--- src/hw/rimg_consts.svh ---
`ifndef RIMG_CONSTS_SVH
`define RIMG_CONSTS_SVH
// ==========================================================
// Register offsets
`define RIMG_OFS_FLAG   8'h00
`define RIMG_OFS_MASK   8'h01
`define RIMG_OFS_GATE   8'h02
`define RIMG_OFS_CTRL   8'h03
// ==========================================================
// Mask register fields
`define RIMG_BIT_MIN_TICK    0
`define RIMG_BIT_ALARM1      1
`define RIMG_BIT_ALARM2      2
`define RIMG_BIT_UVR         3
`define RIMG_BIT_SEC_TICK    4
`define RIMG_MASK_W          5
`define RIMG_MASK_RST        5'h1F
// ==========================================================
// Gate and control register fields
`define RIMG_BIT_NUMFMT      0
`define RIMG_BIT_HRFMT       1
`define RIMG_GATE_RST        2'h3
`define RIMG_CTRL_RST        2'h0
`endif

--- src/hw/rimg_pkg.sv ---
package rimg_pkg;
    // Register select decoded from the address
    typedef enum logic [1:0] {
        RIMG_SEL_NONE = 2'h0,
        RIMG_SEL_MASK = 2'h1,
        RIMG_SEL_GATE = 2'h3,
        RIMG_SEL_CTRL = 2'h2
    } rimg_sel_t;
endpackage

--- src/hw/rimg_top.sv ---
// Behaviour
// - bit 4 masks one-second tick, resets masked
// - bit 1 masks first alarm, resets masked
// - hour-format writes need permit bit 1
// - gate bit 0 permits number-format, resets 1
// - number-format writes ignored while permit 0
// - unbuilt upper bits store nothing, read zero
`timescale 1ns/1ps
`include "rimg_consts.svh"
module rimg_top (
    input  wire logic       CLK_SYS,
    input  wire logic       RST_N,
    input  wire logic [7:0] ADDR,
    input  wire logic [7:0] WDATA,
    input  wire logic       WR,
    input  wire logic       RD,
    input  wire logic [4:0] EVT_FLAGS,
    output logic      [7:0] RDATA,
    output logic            IRQ_N,
    output logic            HOUR_FORMAT_SELECT,
    output logic            NUMBER_FORMAT_SELECT
);

    // ======================================================
    // Address decode
    rimg_pkg::rimg_sel_t sel;   // Selected register
    assign sel = (ADDR == `RIMG_OFS_MASK) ? rimg_pkg::RIMG_SEL_MASK :
                 (ADDR == `RIMG_OFS_GATE) ? rimg_pkg::RIMG_SEL_GATE :
                 (ADDR == `RIMG_OFS_CTRL) ? rimg_pkg::RIMG_SEL_CTRL :
                 rimg_pkg::RIMG_SEL_NONE;

    logic [4:0] mask_q;          // Interrupt mask bits
    logic [1:0] gate_q;          // Write permits
    logic [1:0] ctrl_q;          // Hour and number format
    logic [1:0] ctrl_d;          // Next format value
    logic [7:0] rdata_q;         // Registered read data
    logic [7:0] rmux;            // Read mux
    logic       wr_mask;         // Write mask register
    logic       wr_gate;         // Write gate register
    logic       wr_ctrl;         // Write control register

    assign wr_mask = WR && (sel == rimg_pkg::RIMG_SEL_MASK);
    assign wr_gate = WR && (sel == rimg_pkg::RIMG_SEL_GATE);
    assign wr_ctrl = WR && (sel == rimg_pkg::RIMG_SEL_CTRL);

    // ======================================================
    // Permit-gated control bits
    assign ctrl_d[`RIMG_BIT_HRFMT] =
        (wr_ctrl && gate_q[`RIMG_BIT_HRFMT]) ?
        WDATA[`RIMG_BIT_HRFMT] : ctrl_q[`RIMG_BIT_HRFMT];
    assign ctrl_d[`RIMG_BIT_NUMFMT] =
        (wr_ctrl && gate_q[`RIMG_BIT_NUMFMT]) ?
        WDATA[`RIMG_BIT_NUMFMT] : ctrl_q[`RIMG_BIT_NUMFMT];

    // Mask register, resets all masked
    always_ff @(posedge CLK_SYS or negedge RST_N) begin
        if (!RST_N) begin
            mask_q <= `RIMG_MASK_RST;
        end else if (wr_mask) begin
            mask_q <= WDATA[4:0];
        end
    end

    // Gate register, resets permitting
    always_ff @(posedge CLK_SYS or negedge RST_N) begin
        if (!RST_N) begin
            gate_q <= `RIMG_GATE_RST;
        end else if (wr_gate) begin
            gate_q <= WDATA[1:0];
        end
    end

    // Control register
    always_ff @(posedge CLK_SYS or negedge RST_N) begin
        if (!RST_N) begin
            ctrl_q <= `RIMG_CTRL_RST;
        end else begin
            ctrl_q <= ctrl_d;
        end
    end

    // ======================================================
    // Read path, unbuilt bits read zero
    assign rmux = (sel == rimg_pkg::RIMG_SEL_MASK) ? {3'h0, mask_q} :
                  (sel == rimg_pkg::RIMG_SEL_GATE) ? {6'h00, gate_q} :
                  (sel == rimg_pkg::RIMG_SEL_CTRL) ? {6'h00, ctrl_q} :
                  8'h00;

    // Read data valid one cycle after strobe only
    always_ff @(posedge CLK_SYS or negedge RST_N) begin
        if (!RST_N) begin
            rdata_q <= 8'h00;
        end else begin
            rdata_q <= RD ? rmux : 8'h00;
        end
    end

    // ======================================================
    // Masked interrupt output, 1 in mask blocks a source
    // Each source passes through its own mask bit; a set bit
    // keeps that source off the shared interrupt line.
    logic [4:0] src_open;        // Sources pending and unmasked
    logic       irq_n_d;         // Next interrupt level

    // One gate per interrupt source
    genvar k;
    generate
        for (k = 0; k < `RIMG_MASK_W; k++) begin : g_src_gate
            // Pending and not masked opens this source
            assign src_open[k] = EVT_FLAGS[k] & ~mask_q[k];
        end
    endgenerate

    // Active low: any open source pulls the line low
    assign irq_n_d = ~|src_open;

    // Registered interrupt, so the pin never glitches
    logic irq_n_q; // Registered interrupt, active low
    always_ff @(posedge CLK_SYS or negedge RST_N) begin
        if (!RST_N) begin
            irq_n_q <= 1'b1;
        end else begin
            irq_n_q <= irq_n_d;
        end
    end

    // ======================================================
    // Outputs, all taken straight from flip-flops
    assign RDATA                = rdata_q;
    assign IRQ_N                = irq_n_q;
    assign HOUR_FORMAT_SELECT   = ctrl_q[`RIMG_BIT_HRFMT];
    assign NUMBER_FORMAT_SELECT = ctrl_q[`RIMG_BIT_NUMFMT];
endmodule // rimg_top

--- config.mk ---
export PLATFORM = sky130hd
export DESIGN_NAME = rimg_top
export DESIGN_NICKNAME = d
export VERILOG_FILES = /design/src/hw/rimg_pkg.sv /design/src/hw/rimg_top.sv
export VERILOG_INCLUDE_DIRS = /design/src /design/src/hw
export SDC_FILE = /design/constraint.sdc
export NUM_CORES = 1
export LEC_CHECK = 0
export ABC_AREA = 1
export BUFFER_PORTS_ARGS = -buffer_cell sky130_fd_sc_hd__buf_2
export CAP_MARGIN = 40
export CORE_UTILIZATION = 30
export CTS_BUF_LIST = sky130_fd_sc_hd__clkbuf_8
export CTS_CLUSTER_SIZE = 28
export DETAILED_ROUTE_END_ITERATION = 8
export PLACE_DENSITY = 0.65
export SLEW_MARGIN = 10
export SYNTH_ARGS = -nofsm -noshare
export SYNTH_HDL_FRONTEND = slang
export SYNTH_SLANG_ARGS = --single-unit
export TNS_END_PERCENT = 5
--- constraint.sdc ---
create_clock -name CLK_SYS -period 3.05 [get_ports CLK_SYS]
set_input_delay 0.4575 -clock CLK_SYS [delete_from_list [all_inputs] [get_ports CLK_SYS]]
set_output_delay 0.4575 -clock CLK_SYS [all_outputs]
set_load 0.02 [all_outputs]
==> results of run 1 <==
-- through the flow --
stage	hold slack [ns]	util [%]	area, sq um	worst slack [ns]	instances
5_1_grt	0.1224	40.10	993.5	1.649	155
4_1_cts	0.1111	40.10	993.5	1.671	155
3_5_place_dp	0.3748	38.23	947.2	1.715	151
3_3_place_gp	0.3659	38.23	947.2	1.738	151
2_1_floorplan	0.1619	-	792.0	1.900	96
6_report	0.1023	40.10	993.5	1.684	155
-- final cells by class --
| cell class | instances | area (sq um) | area share (%) |
|---|---|---|---|
| Timing Repair Buffer | 29 | 145.1 | 14.61 |
| Multi-Input combinational cell | 62 | 321.6 | 32.37 |
| Inverter | 15 | 57.56 | 5.793 |
| Tap cell | 30 | 37.54 | 3.778 |
| Clock buffer | 3 | 41.29 | 4.156 |
| Clock inverter | 1 | 5.005 | 0.5038 |
| Sequential cell | 15 | 385.4 | 38.79 |
-- power by group through the flow --
stage,logic [W],clock network [W],registers (W)
floorplan,0.0000258,0,0.000213
global placement,0.0000437,0,0.000214
detailed placement,0.0000453,0,0.000214
CTS,0.0000455,0.000160,0.000211
global route,0.0000513,0.000171,0.000211
finish,0.0000448,0.000157,0.000211
-- path summary, 6_finish.rpt --
path / start / endpoint / cells past startpoint
max: IRQ_N / IRQ_N / 1
max reg2reg: mask_q[3] / IRQ_N / 3
min: RST_N / ctrl_q[1] / 1
max in group asynchronous: RST_N / mask_q[2] / 1
min reg2reg: mask_q[2] / mask_q[2] / 2
min in group CLK_SYS: WDATA[2] / mask_q[2] / 3
-- flip-flops by register name, indices dropped and copies added, names as in the netlist --
register and cells:
gate_q 2, ctrl_q 2, IRQ_N 1, RDATA 5, mask_q 5
-- Yosys cell counts --
cell type and number:
nand2_1 20, nand3_1 13, inv_1 12, dfstp_2 8, dfrtp_1 7, nor2_1 7
buf_4 3, nand2_2 3, nor2_2 3, a21oi_1 2, a22o_1 2, inv_2 2
nand4_1 2, o21ai_2 2, buf_2 1, clkinv_2 1, conb_1 1, nand2_4 1
nor2_8 1, nor3b_1 1, o21ai_0 1, o21ai_1 1
-- layer usage --
metal  up-vias  share of wire (%)  global-route usage, %
met1       294                 43                  13.30
met2        25                 45                  21.94
met3         6                7.6                  3.736
met5         -                  0                      0
li1        351                  -                      -
met4         0                3.5                  9.649
-- cells in the final DEF, fill, tap and decap left out --
cell type	Yosys	final
nand2_1	20	20
o21ai_0	1	1
nand2_2	3	3
clkinv_2	1	2
nor3b_1	1	1
a22o_1	2	2
o21ai_2	2	2
dfrtp_1	7	7
o21ai_1	1	1
nor2_8	1	1
nand2_4	1	1
clkbuf_8	0	3
nand4_1	2	2
nand3_1	13	13
conb_1	1	3
a21oi_1	2	2
inv_1	12	12
nor2_1	7	7
inv_2	2	2
dfstp_2	8	8
nor2_2	3	3
buf_2	1	29
-- kinds of logic (layout without fill, tap and decap cells) --
kind of cell / Yosys count / in the layout / synth area share, %
AND/OR/NAND/NOR: 51 / 51 / 32.54
buffers and inverters: 19 / 48 / 10.84
flip-flops: 15 / 15 / 49.12
AO/OA/AOI/OAI: 8 / 8 / 7.017
other: 1 / 3 / 0.4780
==> out/metrics.cfg, run 1 <==
[sta]
setup_tns_ns = 0
slew_viol_final = 0
post-route-period-util_pct = 44.78
skew_ns = 0.0005136
fin_crit_ns = 1.366
max_freq_mhz = 732.2
setup_viol = 0
rsz0062_at_grt = false
finalHoldViolations = 0

[yosys]
synth_area_per_cell_sq_um = 8.346
ys_ff_latch = 15
synth_top_area_share_pct = 26.79
syn_inst = 94
synth-warning-count = 0
yosysSeqAreaShare_pct = 49.12
synth_cell_types = 22
synthesis.area_sq_um = 784.5
yosysTopAreaCell = dfstp_2
synthTopCellsByArea = dfstp_2, dfrtp_1, nand2_1

[floorplan]
initial_core_util_pct = 31.67
die_y_microns = 53.14
rows = 18
ios = 36
fp.dieW_microns = 53.14
die_area_sq_um = 2823
core-area_sq_um = 2477

[worst_setup_path]
worst-path-buf-inv = 1
cp.required_ns = 2.59
crit_family = flip-flops
cp-start-kind = register
max_stage_delay_ns = 0.51
crit_slowest_cell = dfstp_2
crit_path_end_kind = output pin
worstPathCellList = buf_2
rrSetupSlack_ns = 1.96
cp.arrival_ns = 0.91
crit_type = register to output pin
worstPathMaxFanout = 1

[routing]
num_vias = 676
wl_per_cell_microns = 9.710
drc = 0
antenna_left = 0
firstDrtPassIters = 4
wl_mm = 1.505
drt_iter0_drc = 11
vias_per_cell = 4.361

[global_route]
grt_max_degree = 16
grt_pass1_vias = 642
track_usage_pct = 12.92
overflow = 0
antenna_found_initial = 0
grt_pass1_wl_mm = 2.504

[layout]
fin_nets = 151
antenna-diode-count = 0
fillCellCount = 263
area_growth_syn_to_layout_pct = 26.63
drive_gt1_share_pct = 43.20

[placement]
hpwl_mm = 1.251
numPortBuffers = 29
gp_congestion = 0.7260

[power_and_ir_drop]
p_leak_nw = 0.5514
power_density_nw_per_um2 = 415.4
combPwrFrac_pct = 10.9
total_power_w = 0.0004127
power_switching_share_pct = 23.56
vdd_drop_max_v = 0.0003359
pwr-share-seq_pct = 51.1
p_int_w = 0.0003155
p_clk_share_pct = 38.1
switchingPower_w = 0.00009723

[clock_network]
cts_tree = yes
cts_setup_buffers = 0
cts-buffers-inserted = 3
cts.sinks = 15
cts.clk_slew.worst_paths_ns = 0.06
hold_buffers = 0
cts.htree.levels = 1
clk_path_buf_depth = 2
cts_resized = 0
cts_root_buf = clkbuf_8
insertion_delay_ns = 0.24

[min_path]
hold_path_class = input port to async pin

[run_status]
status = finished, final reports clean

[run]
cap_violations = 0

Power figures use the tool's default switching activity.
==> run 2, diff against run 1 <==
clock period = 1.3 ns   (was 3.05 ns; I/O delays follow)
==> run 2 against run 1 <==
  * Cell count increased by 0.65%
  * Hold slack improved by 0.065 ns
  * Flip-flop and latch count unchanged
  * Critical endpoint unchanged
  * Largest power group unchanged
==> out/metrics.cfg, run 2 (same netlist as run 1, synthesis figures left out) <==
[run_status]
status = finished, final reports clean  ; unchanged

[clock_network]
cts_resized = 0  ; unchanged
cts_root_buf = clkbuf_8  ; unchanged
cts.sinks = 15  ; unchanged
cts_tree = yes  ; unchanged
cts.clk_slew.worst_paths_ns = 0.06  ; about the same
cts.htree.levels = 1  ; unchanged
clk_path_buf_depth = 2  ; unchanged
cts_setup_buffers = 0  ; unchanged
cts-buffers-inserted = 3  ; unchanged
insertion_delay_ns = 0.24  ; about the same
hold_buffers = 1  ; was 0

[placement]
gp_congestion = 0.7458  ; was 0.7260
numPortBuffers = 29  ; unchanged
post_dp_cell_area_sq_um = 947.2  ; unchanged
place_ws_ns = 0.2257  ; was 1.715 ns
hpwl_mm = 1.242  ; was 1.251 mm

[sta]
post-route-period-util_pct = 84.78
setup_tns_ns = 0  ; unchanged
finalHoldViolations = 0  ; unchanged
setup_viol = 0  ; unchanged
slew_viol_final = 0  ; unchanged
rsz0062_at_grt = false  ; unchanged
worst_slack_ns = 0.1978  ; was 1.684 ns
skew_ns = 0.0006270  ; was 0.0005136 ns
fin_crit_ns = 1.102
hold_ws_ns = 0.1674  ; was 0.1023 ns
max_freq_mhz = 907.3

[worst_setup_path]
cp.arrival_ns = 0.91  ; about the same
crit_family = flip-flops  ; unchanged
cp-start-kind = register  ; unchanged
crit_type = register to output pin  ; unchanged
worstPathCellList = buf_2  ; unchanged
crit_slowest_cell = dfstp_2  ; unchanged
max_stage_delay_ns = 0.51  ; about the same
cp.required_ns = 1.11  ; was 2.59 ns
worst-path-buf-inv = 1  ; unchanged
worstPathMaxFanout = 1  ; unchanged
crit_path_end_kind = output pin  ; unchanged

[layout]
stdcell_area_sq_um = 1003  ; was 993.5 sq um
seq_area_sq_um = 385.4  ; unchanged
multi_input_area_sq_um = 321.6  ; unchanged
mostFrequentLayoutCells = buf_2, nand2_1, nand3_1  ; unchanged
fin_nets = 152  ; was 151
area_growth_syn_to_layout_pct = 27.91  ; was 26.63%
fillCellCount = 263  ; unchanged
antenna-diode-count = 0  ; unchanged
final_common_cell = buf_2  ; unchanged
drive_gt1_share_pct = 42.86  ; was 43.20%

[routing]
firstDrtPassIters = 4  ; unchanged
wl_mm = 1.526  ; was 1.505 mm
antenna_left = 0  ; unchanged
num_vias = 674  ; was 676
vias_per_cell = 4.321  ; was 4.361
wl_per_cell_microns = 9.782  ; was 9.710 microns
drt_iter0_drc = 8  ; was 11
drc = 0  ; unchanged

[floorplan]
die_area_sq_um = 2823  ; unchanged
core-area_sq_um = 2477  ; unchanged
die_y_microns = 53.14  ; unchanged
rows = 18  ; unchanged
ios = 36  ; unchanged
fp.dieW_microns = 53.14  ; unchanged
initial_core_util_pct = 31.67  ; unchanged

[global_route]
overflow = 0  ; unchanged
antenna_found_initial = 0  ; unchanged
grt_pass1_wl_mm = 2.539  ; was 2.504 mm
grt_pass1_vias = 660  ; was 642
grt_max_degree = 16  ; unchanged
track_usage_pct = 13.16  ; was 12.92%

[power_and_ir_drop]
power_density_nw_per_um2 = 964.4  ; was 415.4 nW/um^2
vdd_drop_max_v = 0.0007673  ; was 0.0003359 V
p_leak_nw = 0.5555  ; was 0.5514 nW

[min_path]
hold_path_class = input port to register  ; was input port to async pin

[run]
cap_violations = 0  ; unchanged

==> run 2: worst reg2reg max path, stage by stage, from the launching register on <==
cell and delay [ns]:
dfstp_2 0.53, inv_1 0.05, a22o_1 0.20, nor3b_1 0.23
==> run 2: power by group <==
group          internal (W)  switching [W]
clock              0.000212       0.000154
combinational     0.0000430      0.0000649
sequential         0.000487     0.00000709
==> run 2: layout make-up <==
type	count	share of cell area, %
well taps	30	3.741
repair buffers	30	15.46
multi-input cells	62	32.04
clock inverters	1	0.4988
clock buffers	3	4.115
inverters	15	5.736
flip-flops and latches	15	38.40
==> run 2: path summary, 6_finish.rpt <==
path                                start  cells past startpoint  slack [ns]        end
worst max-delay path                IRQ_N                      1        0.20      IRQ_N
worst min-delay path             WDATA[2]                      3        0.17  mask_q[2]
worst max register to register  mask_q[3]                      3        0.20      IRQ_N
worst min register to register  mask_q[2]                      2        0.47  mask_q[2]
max in group asynchronous           RST_N                      2        0.63      IRQ_N
min in group asynchronous           RST_N                      2        0.38  ctrl_q[1]
==> run 2: metrics by stage <==
stage,instances,util [%],power [W]
after floorplan,96,-,0.0005615
after global placement,151,38.23,0.0006038
after detailed placement,151,38.23,0.0006078
final,156,40.51,0.0009678
after CTS,156,40.51,0.0009811
after global routing,156,40.51,0.001025
==> run 2: metal layers <==
layer / up-vias / GRT usage (%) / part of all wire (%)
met4: 0 / 7.895 / 1.2
met1: 300 / 13.65 / 44
met5: - / 0 / 0
met2: 21 / 23.00 / 48
met3: 2 / 4.023 / 6.2
li1: 351 / - / -
